### config.mk
export PLATFORM = sky130hd
export DESIGN_NAME = scs_sequencer
export DESIGN_NICKNAME = d
export VERILOG_FILES = /design/src/rtl/scs_pkg.sv /design/src/rtl/scs_sar_if.sv /design/src/rtl/scs_sequencer.sv /design/src/rtl/scs_sar.sv
export SDC_FILE = /design/constraint.sdc
export NUM_CORES = 1
export LEC_CHECK = 0
export BUFFER_PORTS_ARGS = -buffer_cell sky130_fd_sc_hd__buf_2
export CAP_MARGIN = 30
export CORE_MARGIN = 2
export CORE_UTILIZATION = 47
export CTS_CLUSTER_DIAMETER = 150
export DETAILED_ROUTE_END_ITERATION = 7
export GPL_TIMING_DRIVEN = 0
export MAX_ROUTING_LAYER = met4
export PLACE_DENSITY = 0.67
export SLEW_MARGIN = 20
export SYNTH_ARGS = -nofsm -noshare
export SYNTH_HDL_FRONTEND = slang
export SYNTH_SLANG_ARGS = --single-unit
### constraint.sdc
create_clock -name ref_clk -period 3.2 [get_ports ref_clk]
set_input_delay 0 -clock ref_clk [delete_from_list [all_inputs] [get_ports ref_clk]]
set_output_delay 0 -clock ref_clk [all_outputs]
set_load 0.005 [all_outputs]
### src/rtl/scs_pkg.sv
// Package of constants and types for the sampling conversion sequencer
// Function
// Direct mode: convert command holds input and starts approximation at once.
// Emulation mode: insert acquisition delay of about 4 us before converting.
// Host allows 4 us tracking before convert in direct mode.
// Hold circuit returns to tracking immediately when conversion finishes.
// Conversion takes 18 us full length, 12 us short eight-bit.
// Byte reads: first byte bits 11..4, second bits 3..0 plus four zeros.
// Direct mode: one command both holds input and starts conversion.
// Emulation mode: host keeps input stable from command until acquisition ends.
// Direct mode: host may switch multiplexer on convert command.
// Mode select high picks direct mode, low picks emulation mode.
// Data outputs float unless read, not busy, enable high, select low.
// Convert needs read/convert low; length select low full, high short.
// Delays from clock counters; busy from command until result latched.
// Convert command ignored while a conversion is in progress.
package scs_pkg;
	localparam int unsigned CLK_HZ       = 10_000_000;
	localparam int unsigned T_ACQ_NS     = 4000;
	localparam int unsigned T_CONV12_NS  = 18000;
	localparam int unsigned T_CONV8_NS   = 12000;
	localparam int unsigned NS_PER_CLK   = 1_000_000_000 / CLK_HZ;
	localparam int unsigned ACQ_CYC      = T_ACQ_NS / NS_PER_CLK;
	localparam int unsigned CONV12_CYC   = T_CONV12_NS / NS_PER_CLK;
	localparam int unsigned CONV8_CYC    = T_CONV8_NS / NS_PER_CLK;
	localparam int unsigned RES_W        = 12;
	localparam int unsigned CNT_W        = 12;
	localparam int unsigned STEP12       = CONV12_CYC / 12;
	localparam int unsigned STEP8        = CONV8_CYC / 8;
	localparam logic [3:0]  LOW_PAD      = 4'h0;

	typedef enum logic [2:0] {
		SCS_TRACK = 3'b001,
		SCS_ACQ   = 3'b010,
		SCS_CONV  = 3'b100
	} scs_state_e;
endpackage

### src/rtl/scs_sar_if.sv
// Interface between sequencer and approximation register
`timescale 1ns/1ps
interface scs_sar_if;
	logic        start;
	logic        short_mode;
	logic        step;
	logic        done;
	logic [11:0] result;
	logic [11:0] trial;
	modport seq (output start, output short_mode, output step, input done, input result, input trial);
	modport sar (input start, input short_mode, input step, output done, output result, output trial);
endinterface

### src/rtl/scs_sequencer.sv
// Top of the sampling conversion sequencer
`timescale 1ns/1ps
module scs_sequencer
	import scs_pkg::*;
(
	// Clock and reset
	input  wire logic        ref_clk,
	input  wire logic        sys_rst,
	// Host control pins
	input  wire logic        chip_en,
	input  wire logic        chip_sel_n,
	input  wire logic        read_conv,
	input  wire logic        length_or_byte_select,
	input  wire logic        full_width_read,
	input  wire logic        direct_mode,
	// Analog front end
	input  wire logic        comp_above,
	output logic             hold_en,
	output logic [11:0]      dac_trial,
	// Data bus and status
	output logic [11:0]      data_out,
	output logic [11:0]      data_oe,
	output logic             conversion_busy_flag
);
	scs_sar_if sar_bus();

	scs_state_e  st_q, st_d;
	logic [CNT_W-1:0] cnt_q, cnt_d;
	logic [CNT_W-1:0] step_len_q, step_len_d;
	logic        short_q, short_d;
	logic        sel_q, sel_d;
	logic        busy_q, busy_d;
	logic        hold_q, hold_d;
	logic [11:0] dout_q, dout_d;
	logic [11:0] oe_q, oe_d;
	logic        conv_req;
	logic        start_sar;

	// Convert request level; edges from the host sequence
	assign sel_d    = chip_en && !chip_sel_n && !read_conv;
	assign conv_req = sel_d && !sel_q;

	// Sequencing state machine
	always_comb begin
		st_d       = st_q;
		cnt_d      = cnt_q;
		step_len_d = step_len_q;
		short_d    = short_q;
		busy_d     = busy_q;
		hold_d     = hold_q;
		start_sar  = 1'b0;
		case (st_q)
			SCS_TRACK: begin
				hold_d = 1'b0;
				if (conv_req) begin
					busy_d     = 1'b1;
					short_d    = length_or_byte_select;
					step_len_d = length_or_byte_select ? CNT_W'(STEP8) : CNT_W'(STEP12);
					if (direct_mode) begin
						hold_d    = 1'b1;
						start_sar = 1'b1;
						cnt_d     = CNT_W'(0);
						st_d      = SCS_CONV;
					end else begin
						cnt_d = CNT_W'(ACQ_CYC - 1);
						st_d  = SCS_ACQ;
					end
				end
			end
			SCS_ACQ: begin
				if (cnt_q == CNT_W'(0)) begin
					hold_d    = 1'b1;
					start_sar = 1'b1;
					st_d      = SCS_CONV;
				end else begin
					cnt_d = cnt_q - CNT_W'(1);
				end
			end
			SCS_CONV: begin
				if (cnt_q == step_len_q - CNT_W'(1)) begin
					cnt_d = CNT_W'(0);
				end else begin
					cnt_d = cnt_q + CNT_W'(1);
				end
				if (sar_bus.done) begin
					hold_d = 1'b0;
					busy_d = 1'b0;
					st_d   = SCS_TRACK;
				end
			end
			default: begin
				st_d = SCS_TRACK;
			end
		endcase
	end

	assign sar_bus.start      = start_sar;
	assign sar_bus.short_mode = short_d;
	assign sar_bus.step       = (st_q == SCS_CONV) && (cnt_q == step_len_q - CNT_W'(1));

	// Read data path and output enables
	always_comb begin
		logic rd_ok;
		rd_ok  = chip_en && !chip_sel_n && read_conv && !busy_q;
		dout_d = 12'h000;
		oe_d   = 12'h000;
		if (rd_ok) begin
			if (full_width_read) begin
				dout_d = sar_bus.result;
				oe_d   = 12'hFFF;
			end else if (!length_or_byte_select) begin
				dout_d = {4'h0, sar_bus.result[11:4]};
				oe_d   = 12'h0FF;
			end else begin
				dout_d = {4'h0, sar_bus.result[3:0], LOW_PAD};
				oe_d   = 12'h0FF;
			end
		end
	end

	// State registers
	always_ff @(posedge ref_clk or posedge sys_rst) begin
		if (sys_rst) begin
			st_q       <= SCS_TRACK;
			cnt_q      <= '0;
			step_len_q <= '0;
			short_q    <= 1'b0;
			sel_q      <= 1'b0;
			busy_q     <= 1'b0;
			hold_q     <= 1'b0;
			dout_q     <= 12'h000;
			oe_q       <= 12'h000;
		end else begin
			st_q       <= st_d;
			cnt_q      <= cnt_d;
			step_len_q <= step_len_d;
			short_q    <= short_d;
			sel_q      <= sel_d;
			busy_q     <= busy_d;
			hold_q     <= hold_d;
			dout_q     <= dout_d;
			oe_q       <= oe_d;
		end
	end

	scs_sar u_sar (
		.ref_clk    (ref_clk),
		.sys_rst    (sys_rst),
		.comp_above (comp_above),
		.bus        (sar_bus)
	);

	assign hold_en              = hold_q;
	assign dac_trial            = sar_bus.trial;
	assign data_out             = dout_q;
	assign data_oe              = oe_q;
	assign conversion_busy_flag = busy_q;

	// Assertions
	property p_direct_hold;
		@(posedge ref_clk) disable iff (sys_rst)
		(st_q == SCS_TRACK && conv_req && direct_mode) |=> (hold_q && st_q == SCS_CONV);
	endproperty
	a_direct_hold: assert property (p_direct_hold) else $error("direct convert did not hold");

	property p_emul_delay;
		@(posedge ref_clk) disable iff (sys_rst)
		(st_q == SCS_TRACK && conv_req && !direct_mode) |=> !hold_q [*8];
	endproperty
	a_emul_delay: assert property (p_emul_delay) else $error("emulation held too early");

	property p_emul_end;
		@(posedge ref_clk) disable iff (sys_rst)
		(st_q == SCS_TRACK && conv_req && !direct_mode) |-> ##[1:41] hold_q;
	endproperty
	a_emul_end: assert property (p_emul_end) else $error("acquisition too long");

	property p_track_after;
		@(posedge ref_clk) disable iff (sys_rst)
		sar_bus.done |=> (!hold_q && !busy_q);
	endproperty
	a_track_after: assert property (p_track_after) else $error("no return to tracking");

	property p_conv_time;
		@(posedge ref_clk) disable iff (sys_rst)
		(sar_bus.start && !short_d) |-> ##[170:181] sar_bus.done;
	endproperty
	a_conv_time: assert property (p_conv_time) else $error("full conversion time wrong");

	property p_conv8_time;
		@(posedge ref_clk) disable iff (sys_rst)
		(sar_bus.start && short_d) |-> ##[110:121] sar_bus.done;
	endproperty
	a_conv8_time: assert property (p_conv8_time) else $error("short conversion time wrong");

	property p_low_byte;
		@(posedge ref_clk) disable iff (sys_rst)
		(oe_q == 12'h0FF && $past(length_or_byte_select)) |-> dout_q[3:0] == 4'h0;
	endproperty
	a_low_byte: assert property (p_low_byte) else $error("low byte padding wrong");

	property p_float_busy;
		@(posedge ref_clk) disable iff (sys_rst)
		$past(busy_q) |-> oe_q == 12'h000;
	endproperty
	a_float_busy: assert property (p_float_busy) else $error("outputs driven while busy");

	property p_busy_hold;
		@(posedge ref_clk) disable iff (sys_rst)
		(st_q != SCS_TRACK) |-> busy_q;
	endproperty
	a_busy_hold: assert property (p_busy_hold) else $error("busy dropped early");

	property p_ignore;
		@(posedge ref_clk) disable iff (sys_rst)
		(st_q == SCS_CONV && !sar_bus.done) |=> st_q == SCS_CONV;
	endproperty
	a_ignore: assert property (p_ignore) else $error("conversion restarted");

	c_direct: cover property (@(posedge ref_clk) st_q == SCS_TRACK && conv_req && direct_mode);
	c_emul: cover property (@(posedge ref_clk) st_q == SCS_ACQ);
	c_short: cover property (@(posedge ref_clk) sar_bus.start && short_d);
	c_read: cover property (@(posedge ref_clk) oe_q != 12'h000);
endmodule

### src/rtl/scs_sar.sv
// Successive approximation register, one bit decided per step
`timescale 1ns/1ps
module scs_sar
	import scs_pkg::*;
(
	// Clock and reset
	input  wire logic ref_clk,
	input  wire logic sys_rst,
	// Comparator from analog front end
	input  wire logic comp_above,
	// Sequencer side
	scs_sar_if.sar    bus
);
	logic [11:0] sr_q, sr_d;
	logic [11:0] bit_q, bit_d;
	logic [11:0] res_q, res_d;
	logic        done_q, done_d;
	logic [3:0]  left_q, left_d;

	// Next value of the register
	always_comb begin
		logic [11:0] keep;
		keep   = sr_q;
		sr_d   = sr_q;
		bit_d  = bit_q;
		res_d  = res_q;
		left_d = left_q;
		done_d = 1'b0;
		if (bus.start) begin
			sr_d   = 12'h0800;
			bit_d  = 12'h0800;
			left_d = bus.short_mode ? 4'd8 : 4'd12;
		end else if (bus.step && left_q != 4'd0) begin
			keep   = comp_above ? sr_q & ~bit_q : sr_q;
			bit_d  = bit_q >> 1;
			left_d = left_q - 4'd1;
			sr_d   = (left_q == 4'd1) ? keep : (keep | (bit_q >> 1));
			if (left_q == 4'd1) begin
				res_d  = keep;
				done_d = 1'b1;
			end
		end
	end

	// Registers
	always_ff @(posedge ref_clk or posedge sys_rst) begin
		if (sys_rst) begin
			sr_q   <= 12'h0000;
			bit_q  <= 12'h0000;
			res_q  <= 12'h0000;
			left_q <= 4'd0;
			done_q <= 1'b0;
		end else begin
			sr_q   <= sr_d;
			bit_q  <= bit_d;
			res_q  <= res_d;
			left_q <= left_d;
			done_q <= done_d;
		end
	end

	assign bus.trial  = sr_q;
	assign bus.result = res_q;
	assign bus.done   = done_q;
endmodule

Yosys cells after proc, flatten, opt, wreduce, memory -nomap -nowiden
Cells that the tools add are included.
Word-level totals
  register bits after elaboration: 85
  bits of input ports: 9
  output and inout port bits: 38
  logic and storage cells: 91
Cells by class
  $add $sub $neg: 4
  equal/unequal tests: 9
  muxes and demuxes: 38
  bitwise logic cells: 4
  reduce and logical (&&, ||, !) cells: 22
Operators by type and width (count)
  12-bit 2-to-1 mux: 13
  12-bit one-hot mux with 3 select lines: 1
  3-bit 2-to-1 mux: 5
  3-bit AND reduction: 5
  12-bit by 1-bit adder with 12-bit output (second input constant): 1
  12-bit AND: 1
  12-bit equality test: 1
  12-bit zero test: 1
  12-bit inverter: 1
  12-bit by 11-bit bitwise OR with 12-bit output: 1
  12-bit by 1-bit subtractor with 12-bit output (second input constant): 1
  1-bit 2-to-1 mux: 11
  3-bit one-hot mux with 3 select lines: 1
  4-bit 2-to-1 mux: 2
  8-bit 2-to-1 mux: 1
  1-bit logical AND: 7
  6-bit 2-to-1 mux: 1
  2-bit inequality test (second input constant): 3
  4-bit by 1-bit subtractor with 5-bit output (second input constant): 1
  4-bit by 1-bit equality test with 1-bit output (second input constant): 1
  1-bit zero test: 4
  1-bit one-hot mux with 2 select lines: 2
  2-bit nonzero test: 2
  4-bit nonzero test: 1
  9 further kinds: 9

Longest topological paths before layout
Gate-level depths: netlist of the first run.
  depth after elaboration: 8
  depth in mapped cells: 9
  depth with buffers taken out: 7

Cells and area by module
Synthesis of the first run repeated with hierarchy kept, for this count alone.
Unflattened totals
  cells, all modules: 375
  area, all modules: 3863.7 µm²
By module, submodules not included
  scs_sequencer: times used 1, cells an instance 233, area each 2069.5 µm², sequential area each 852.1 µm²
  scs_sar: times used 1, cells an instance 142, area each 1794.2 µm², sequential area each 1026.0 µm²

Worst setup path after synthesis of the first run
OpenSTA, ideal clock, no wires.
  path kind: flip-flop to flip-flop
  start point: reg cnt_q[0]
  end point: reg cnt_q[2]
  library setup time: 0.126 ns
  data arrival time: 2.206 ns
  data required time: 3.074 ns
  path slack: 0.868 ns
  cell stages (with the launch flop): 9
  path buffers: 1
  period minus slack after synthesis: 2.332 ns
  path through: dfrtp_1 inv_1 ha_1 or3b_2 clkbuf_1 o41a_1 nor3_4 a211oi_2 a221o_1
Between the ends
  cells in the longest elaborated chain, start to end: 3
  elaborated cells between the ends (all ways): 9
  those cells by class: 2 x add/sub; 2 x eq/ne; 3 x mux; 2 x reduce/logical
Ends and longest elaborated chain
  start: declaration: RTL line scs_sequencer.sv:28  | logic [CNT_W-1:0] cnt_q, cnt_d;
  start signal: assignment: RTL line scs_sequencer.sv:135  | cnt_q <= cnt_d;
  12-bit by 1-bit adder with 12-bit output (tied with other cells): RTL line scs_sequencer.sv:83  | cnt_d = cnt_q + CNT_W'(1);
  12-bit 2-to-1 mux (tied with other cells): RTL line scs_sequencer.sv:80  | if (cnt_q == step_len_q - CNT_W'(1)) begin
  12-bit one-hot mux with 3 select lines or 3-bit AND reduction (tied branches)
Parallel ways exist; a longest one is shown, timed or not. The select of a mux whose other input is x is not followed.
A chain may end at the register's enable or synchronous reset.

Worst setup path after layout of the first run
Same ends and word-level chain as after synthesis.

==> results.cfg, run 1 <==
[status]
run_status = complete, no violations

[clocking]
cts_buffers = 9
cts_buffer_depth = 2
cts-root-buf = clkbuf_8
cts.reportedPaths.clkPinSlew_ns = 0.09
cts_setup_buffers = 0
cts_resized = 0
cts_hold_buf = 5
cts_tree = built
cts_num_sinks = 75
htreeDepth = 3
worstSkewPairLatency_ns = 0.36

[yosys]
ys_async_sr_fraction_pct = 100
synth.most_common_cell = nand2_1
synthesis.area_sq_um = 3880
syn-num-nets = 433
synth_top_area_cell = dfrtp_1
synth_edf_count = 0
synth_area_leaders = dfrtp_1 48%, nand2_1 7.7%, nand3_1 3.5%, nor2_1 3.2%, o21ai_0 3.0%
yosys.area.top_type_share_pct = 47.7
ys_ff_latch = 75
syn_area_per_cell_sq_um = 9.25
yosys_warnings = 0
synth_cell_types = 62
synth-seq-area-share_pct = 48.4
synth_common_cells = 80 x nand2_1, 74 x dfrtp_1, 33 x nor2_1, 27 x nand3_1, 23 x o21ai_0
synth_ff_type = dfrtp_1
synthCells = 420

[power]
clkPwrFrac_pct = 34.0
power_density_nw_per_um2 = 504
combPwrFrac_pct = 17.6
peakVddDrop_uv = 238
p_switching_mw = 0.709
p_seq_share_pct = 48.4
internal-power_mw = 1.57
power.leakage_nw = 2.16
power_mw = 2.28
sw_frac_of_total_pct = 31.1

[timing]
setup_viol = 0
rsz0062_at_grt = false
period_share_pct = 86.9
fin_skew_ns = 0.0115
tns_ns = 0
tightest_slew_ns = 0.787
drv_slew = 0
clock.fmax_ghz = 0.360
hold_viol = 0
worst_slack_ns = 0.420
period_needed_ns = 2.78
relSlewSlack_pct = 47.3

[global_routing]
grt-ovfl-total = 0
grt_max_degree = 41
grt_pass1_vias = 2956
grt_use_total_pct = 21.6
antenna_found_initial = 0
grt_pass1_wl_microns = 14500

[cells_and_area]
final_cells = 592
final_area_sq_um = 4520
register_area_sq_um = 1880
insertedDiodeCount = 0
multiInputGateArea_sq_um = 1770
drive_above_1_share_pct = 20.9
nNetsFinal = 495
syn2layout_area_growth_pct = 16.5
fill_cells = 753

[drt]
avgViaCountPerCell = 5.52
routed-wl-met3_microns = 441
ant_nets = 0
finalWirelength_microns = 8980
wl_met1_microns = 4470
drc = 0
routed-wl-met2_microns = 3980
dr.max_layer_used = met4
wl_per_cell_microns = 15.2
num_vias = 3269
first_pass_iters = 4
drt_iter0_drc = 165

[placement]
dp_hpwl_microns = 6380
pre_cts_ws_ns = 0.489
place_inst = 570
portBuffers = 44
dpl_cell_area_sq_um = 4260
place.gp.congestion = 0.879

[min_path]
hold_class = primary input to register
hold_depth = 4
hold_start = read_conv
min_to = step_len_q[0]$_DFFE_PP0P_

[job]
cap_violations = 0

[setup_path]
reg2reg_from = cnt_q[0]$_DFFE_PP0P_
end_kind = register
path_max_fanout = 8
reg2reg_slack_ns = 0.42
timing_worst_setup_path_type = register to register
r2r_end = cnt_q[2]$_DFFE_PP0P_
crit_path_start_kind = register
slowest_stage = dfrtp_1
critPathArrivalTime_ns = 3.03
cp_num_cells = 8
cpPeakStageDelay_ns = 0.49
required_ns = 3.44
crit_family = simple AND/OR/NAND/NOR gates
path_buf_inv = 2
r2r_cells = 8
crit_chain = inv_1 -> ha_1 -> or3b_2 -> clkbuf_1 -> o41a_1 -> nor3_4 -> a211oi_2 -> a221o_1

[die]
initial_core_util_pct = 48.0
ios = 47
die_area_sq_um = 9010
core_sq_um = 8090
die_y_microns = 94.9
num_rows = 33
fp.dieW_microns = 94.9
## power groups by stage
stage               combinational (mW)  sequential (mW)  clock [mW]
floorplan                        0.317             1.09           0
detailed placement               0.394             1.12           0
global route                     0.451             1.11       0.841
CTS                              0.400             1.10       0.786
finish                           0.401             1.10       0.776
global placement                 0.383             1.11           0
## layout make-up
class	instances	share of cell area (%)
Clock buffer	10	3.04
Clock inverter	6	1.60
Multi-Input combinational cell	300	39.2
Sequential cell	75	41.5
Buffer	35	4.32
Tap cell	105	2.90
Inverter	10	0.885
Timing Repair Buffer	51	6.53
## worst register-to-register path: stages (launching register included)
cell and delay (ns):
dfrtp_1 0.49, inv_1 0.13, ha_1 0.19, or3b_2 0.46
clkbuf_1 0.21, o41a_1 0.48, nor3_4 0.37, a211oi_2 0.06
a221o_1 0.28
## kinds of logic after synthesis
family | count (synthesis) | synth area share, %
and+or+nand+nor | 193 | 24.7
DFF | 75 | 48.4
adders and majority gates | 4 | 1.29
buffers and inverters | 45 | 5.99
AOI/OAI and AO/OA | 93 | 17.1
xor gates and xnor gates | 4 | 0.902
muxes | 6 | 1.61
## state kept, by name, summed over array words and instances, names as in the netlist
| signal | count |
|---|---|
| u_sar.left_q | 4 |
| short_q | 1 |
| data_oe | 2 |
| conversion_busy_flag | 1 |
| u_sar.bus.done | 1 |
| u_sar.bit_q | 12 |
| st_q | 3 |
| sel_q | 1 |
| step_len_q | 1 |
| data_out | 12 |
| cnt_q | 12 |
| u_sar.bus.trial | 12 |
| hold_en | 1 |
| u_sar.bus.result | 12 |
## metrics by stage
step                      util (%)  hold WS, ns
after detailed placement      52.6       0.0436
after floorplan                  -       0.0815
final                         55.9       0.0537
after global placement        52.3        0.197
after global routing          55.9       0.0975
after CTS                     55.8       0.0449
## worst max-delay path by stage
stage                          from                          to
2_1_floorplan  cnt_q[0]$_DFFE_PP0P_        cnt_q[2]$_DFFE_PP0P_
3_3_place_gp                sys_rst  u_sar.bit_q[3]$_DFFE_PP0P_
4_1_cts        cnt_q[0]$_DFFE_PP0P_        cnt_q[2]$_DFFE_PP0P_
6_report       cnt_q[0]$_DFFE_PP0P_        cnt_q[2]$_DFFE_PP0P_
5_1_grt        cnt_q[0]$_DFFE_PP0P_        cnt_q[6]$_DFFE_PP0P_
3_5_place_dp   cnt_q[0]$_DFFE_PP0P_        cnt_q[2]$_DFFE_PP0P_
## per-layer routing
| metal | vias to the layer above | GRT usage, % |
|---|---|---|
| met5 | - | - |
| met4 | 0 | 8.94 |
| met3 | 8 | 3.35 |
| met2 | 87 | 30.5 |
| met1 | 1559 | 31.1 |
| li1 | 1615 | - |
## placed cells by master (no fill, tap or decap), drive strengths merged, types with 4 or more instances in the layout
master and instances:
nand2b 5, a211oi 5, o2bb2ai 6, nand2 80, or4 4, o31ai 4
mux2i 4, dfrtp 74, a31oi 5, dlygate4sd3 5, a21oi 17, inv 12
nor3 6, nor3b 8, clkbuf 25, a32o 6, o21ai 25, nor4 6
buf 66, ha 4, and3 7, nor2 33, nand3 29
Note: power is estimated with default switching activity, not from simulation.
==> run 2, diff against run 1 <==
--- a/config.mk
+++ b/config.mk
@@ -10,3 +10,3 @@
 export CORE_MARGIN = 2
-export CORE_UTILIZATION = 47
+export CORE_UTILIZATION = 58
 export CTS_CLUSTER_DIAMETER = 150
@@ -15,3 +15,3 @@
 export MAX_ROUTING_LAYER = met4
-export PLACE_DENSITY = 0.67
+export PLACE_DENSITY = 0.8
 export SLEW_MARGIN = 20
--- a/constraint.sdc
+++ b/constraint.sdc
@@ -3,2 +3,2 @@
 set_output_delay 0 -clock ref_clk [all_outputs]
-set_load 0.005 [all_outputs]
+set_load 0.1 [all_outputs]
==> run 2 against run 1 <==
Critical path depth unchanged. Count of clock-buffer cells in the layout down 1. Largest power group unchanged. The flow now finishes with violations (design-rule violations). Via count about the same. Final cell count down 5.1%. Register-to-register slack better by 0.02 ns. Core utilization up 14 points. Combinational power up 4%.
==> results.cfg, run 2 (synthesized netlist as in run 1, its figures left out) <==
[status]
run_status = finished with violations
violations = design-rule violations

[power]
p_seq_share_pct = 45.6
clkPwrFrac_pct = 37.1
peakVddDrop_uv = 449
power.leakage_nw = 2.18
power_density_nw_per_um2 = 534
internal-power_mw = 1.70
sw_frac_of_total_pct = 29.6
combPwrFrac_pct = 17.3
p_switching_mw = 0.714

[timing]
clock.fmax_ghz = 0.363
period_share_pct = 86.2
drv_slew = 0
hold_viol = 0
tightest_slew_ns = 1.02
relSlewSlack_pct = 32.1
tns_ns = 0
setup_viol = 0
rsz0062_at_grt = false
period_needed_ns = 2.76
fin_skew_ns = 0.00935

[drt]
finalWirelength_microns = 8770
wl_per_cell_microns = 15.6
first_pass_iters = 7
num_vias = 3267
drc = 8
drt_iter0_drc = 248
avgViaCountPerCell = 5.81
ant_nets = 0

[clocking]
htreeDepth = 3
cts_buffers = 9
cts_num_sinks = 75
cts_resized = 0
worstSkewPairLatency_ns = 0.35
cts_tree = built
cts.reportedPaths.clkPinSlew_ns = 0.08
cts_buffer_depth = 2
cts_setup_buffers = 0
cts-root-buf = clkbuf_8

[die]
fp.dieW_microns = 85.8
num_rows = 29
ios = 47
die_y_microns = 85.8
core_sq_um = 6420
initial_core_util_pct = 60.5
die_area_sq_um = 7370

[setup_path]
path_max_fanout = 8
timing_worst_setup_path_type = register to register
r2r_cells = 8
crit_path_end = cnt_q[6]$_DFFE_PP0P_
required_ns = 3.49
end_kind = register
crit_path_start_kind = register
critPathArrivalTime_ns = 3.04
reg2reg_slack_ns = 0.44
crit_chain = inv_1 -> ha_1 -> or3b_2 -> clkbuf_1 -> o41ai_4 -> nand3_2 -> a31oi_1 -> a21o_1
r2r_end = cnt_q[6]$_DFFE_PP0P_
reg2reg_from = cnt_q[0]$_DFFE_PP0P_
critPathLaunch = cnt_q[0]$_DFFE_PP0P_
slowest_stage = o41ai_4
cpPeakStageDelay_ns = 0.60

[global_routing]
grt_use_total_pct = 26.8
grt_pass1_vias = 2962
grt_max_degree = 52
antenna_found_initial = 0
grt_pass1_wl_microns = 14900
grt-ovfl-total = 0

[placement]
dp_hpwl_microns = 6270
place_inst = 542
place.gp.congestion = 0.948
portBuffers = 44

[cells_and_area]
insertedDiodeCount = 0
syn2layout_area_growth_pct = 16.3
nNetsFinal = 494
layout_commonest_cell = nand2_1
final_cell_mix = 80 x nand2_1, 74 x dfrtp_1, 53 x buf_2
drive_above_1_share_pct = 20.6
final_cells = 562

[job]
cap_violations = 0

[min_path]
hold_class = primary input to register
## run 2: area by class of cell
class | instances | area [sq um]
clock buffers | 9 | 124
inverters | 10 | 40.0
plain buffers | 35 | 195
repair buffers | 50 | 298
clock inverters | 6 | 113
flip-flops and latches | 75 | 1880
fillers | 500 | 1910
multi-input cells | 300 | 1770
well taps | 77 | 96.3
## run 2: worst min path at each step
stage                          start                         to  slack [ns]  cells after the start
after floorplan            read_conv            sel_q$_DFF_PP0_        0.08                      1
after global placement    chip_sel_n            sel_q$_DFF_PP0_        0.20                      2
after detailed placement     sys_rst            sel_q$_DFF_PP0_      -0.005                      2
after CTS                  read_conv  step_len_q[0]$_DFFE_PP0P_        0.04                      4
after global routing       read_conv  step_len_q[0]$_DFFE_PP0P_        0.09                      4
final                      read_conv  step_len_q[0]$_DFFE_PP0P_        0.05                      4
## run 2: worst max-delay path: cells and delay by family (launching register included)
family	cells	cell delay, ns
buffers and inverters	2	0.34
flip-flops	1	0.48
adder cells (fa/ha/maj)	1	0.20
AND/OR/NAND/NOR	2	0.71
AO/OA/AOI/OAI	3	0.95
## run 2: power groups by stage
stage                     combinational, mW  clock [mW]  sequential [mW]
after CTS                             0.416       0.903             1.10
final                                 0.418       0.896             1.10
after detailed placement              0.410           0             1.12
after global routing                  0.467       0.949             1.11
after global placement                0.397           0             1.11
after floorplan                       0.321           0             1.10
## run 2: metal layers
metal | wire, microns | GRT usage, %
met5 | 0 | -
met4 | 89 | 7.50
met3 | 564 | 5.58
met2 | 3850 | 37.0
met1 | 4260 | 40.2
## run 2: timing repair
item	4_1_cts	5_1_grt
endpoints found under the setup margin	0	0
hold buffers	5	0
hold endpoints to repair	77	0
## run 2: per-stage QoR
step	utilization [%]	setup WS (ns)	power (mW)	instance area (sq um)	hold WS, ns
finish	70.3	0.443	2.41	4520	0.0533
global route	70.3	0.333	2.53	4520	0.0882
CTS	70.3	0.481	2.42	4520	0.0385
detailed placement	65.9	0.499	1.53	4230	-0.00544
global placement	65.4	0.445	1.51	4200	0.197
floorplan	-	0.868	1.42	3880	0.0815
==> run 3, diff against run 2 <==
==> constraint.sdc (replaced) <==
create_clock -name ref_clk -period 3.2 [get_ports ref_clk]
set_input_delay 0.32 -clock ref_clk [delete_from_list [all_inputs] [get_ports ref_clk]]
set_output_delay 0.32 -clock ref_clk [all_outputs]
set_load 0.1 [all_outputs]
==> run 3 against run 2 <==
The flow still finishes with violations (design-rule violations). Global-route usage fell by 0.17 points. Sequential cell count did not move. Fmax rose by 0.19%. First-iteration DRC count rose by 5.2%. Total power fell by 0.14%. Combinational power fell by 1%. Via count rose by 0.43%. Count of clock-buffer cells in the layout did not move. Sequential share of layout area rose by 0.37 points. Clock skew barely moved. Critical path depth did not move. Critical endpoint is now cnt_q[2]$_DFFE_PP0P_. Largest cell class unchanged. Largest power group unchanged. Highest routed layer unchanged.
==> results.cfg, run 3 (synthesized netlist as in run 1, its figures left out) <==
[die]
die_area_sq_um = 7370
num_rows = 29
die_y_microns = 85.8
fp.dieW_microns = 85.8
core_sq_um = 6420
initial_core_util_pct = 60.5
ios = 47

[cells_and_area]
fill_cells = 504
insertedDiodeCount = 0
syn2layout_area_growth_pct = 15.3
drive_above_1_share_pct = 20.8
layout_commonest_cell = nand2_1
nNetsFinal = 490
final_cells = 558
final_cell_mix = 80 x nand2_1, 74 x dfrtp_1, 53 x buf_2

[timing]
fin_skew_ns = 0.00971
hold_viol = 0
period_share_pct = 86.0
tns_ns = 0
period_needed_ns = 2.75
hold_ws_ns = 0.155
setup_viol = 0
drv_slew = 0
tightest_slew_ns = 1.00
rsz0062_at_grt = false
relSlewSlack_pct = 33.1
clock.fmax_ghz = 0.363

[setup_path]
critPathArrivalTime_ns = 3.00
slowest_stage = dfrtp_1
crit_path_start_kind = register
crit_chain = inv_1 -> ha_1 -> or3b_2 -> clkbuf_1 -> o41a_1 -> nor3_4 -> a211oi_2 -> a221o_1
required_ns = 3.44
timing_worst_setup_path_type = register to register
cpPeakStageDelay_ns = 0.48
end_kind = register
path_max_fanout = 8

[drt]
ant_nets = 0
first_pass_iters = 7
drt_iter0_drc = 261
drc = 8
num_vias = 3281
avgViaCountPerCell = 5.88
wl_per_cell_microns = 15.6
finalWirelength_microns = 8710

[placement]
place.gp.congestion = 0.948
place_inst = 542
dp_hpwl_microns = 6270
portBuffers = 44

[clocking]
cts-root-buf = clkbuf_8
cts_setup_buffers = 0
cts_num_sinks = 75
cts_buffer_depth = 2
htreeDepth = 3
cts.reportedPaths.clkPinSlew_ns = 0.08
worstSkewPairLatency_ns = 0.35
cts_tree = built
cts_buffers = 9
cts_resized = 0

[power]
power_density_nw_per_um2 = 539
power.leakage_nw = 2.16
peakVddDrop_uv = 451

[global_routing]
grt_max_degree = 52
grt_pass1_vias = 2943
grt-ovfl-total = 0
grt_pass1_wl_microns = 14800
antenna_found_initial = 0
grt_use_total_pct = 26.6

[status]
violations = design-rule violations
run_status = finished with violations

[min_path]
hold_class = primary input to register

[job]
cap_violations = 0
==> run 3: cell types whose count changed in the layout (fill, tap and decap cells not counted), sizes merged <==
cell / change
dlygate4sd3: -4
==> run 3: final timing paths <==
check / from / to / slack, ns / depth (start not counted)
max in group asynchronous: sys_rst / st_q[0]$_DFFE_PP1P_ / 2.12 / 4
hold / removal: chip_sel_n / sel_q$_DFF_PP0_ / 0.15 / 2
setup reg to reg: cnt_q[0]$_DFFE_PP0P_ / cnt_q[2]$_DFFE_PP0P_ / 0.45 / 8
hold reg to reg: u_sar.left_q[1]$_DFFE_PP0P_ / u_sar.left_q[1]$_DFFE_PP0P_ / 0.50 / 2
min in group asynchronous: sys_rst / cnt_q[9]$_DFFE_PP0P_ / 0.48 / 3
setup / recovery: cnt_q[0]$_DFFE_PP0P_ / cnt_q[2]$_DFFE_PP0P_ / 0.45 / 8
==> run 3: layer usage <==
metal	vias to the layer above	global-route usage, %	routed length [microns]
li1	1607	-	-
met1	1551	40.0	4250
met2	113	36.6	3770
met3	10	5.58	587
met4	0	7.50	111
met5	-	-	0
==> run 3: cell type report <==
type | count | area (sq um) | area share (%)
Sequential cell | 75 | 1880 | 42.0
Multi-Input combinational cell | 300 | 1770 | 39.6
Timing Repair Buffer | 46 | 258 | 5.76
Buffer | 35 | 195 | 4.36
Clock buffer | 9 | 124 | 2.77
Clock inverter | 6 | 113 | 2.52
Tap cell | 77 | 96.3 | 2.15
Inverter | 10 | 40.0 | 0.894
==> run 3: through the flow <==
stage | setup WS (ns) | util (%) | area [sq um] | power [mW]
after global placement | 0.125 | 65.4 | 4200 | 1.51
after detailed placement | 0.499 | 65.9 | 4230 | 1.53
final | 0.448 | 69.7 | 4480 | 2.41
after floorplan | 0.868 | - | 3880 | 1.42
after global routing | 0.333 | 69.7 | 4480 | 2.53
after CTS | 0.481 | 69.7 | 4480 | 2.41
==> run 3: report_power, final <==
part | total, mW | leakage [nW] | internal, mW | switching (mW)
registers | 1.10 | 0.929 | 1.02 | 0.0801
clock network | 0.897 | 0.120 | 0.518 | 0.378
logic | 0.414 | 1.11 | 0.159 | 0.255
total | 2.41 | 2.16 | 1.70 | 0.713
==> run 3: what timing repair did <==
item | in CTS | in global routing
hold buffers | 1 | 0
endpoints found under the hold margin | 24 | 0
setup endpoints to repair | 0 | 0
==> run 3: critical path: cells and delay by family (launching register included) <==
family	cells	cell delay [ns]
simple gates	2	0.82
compound gates	3	0.79
flops	1	0.48
buf+inv	2	0.34
fa+ha+maj	1	0.20
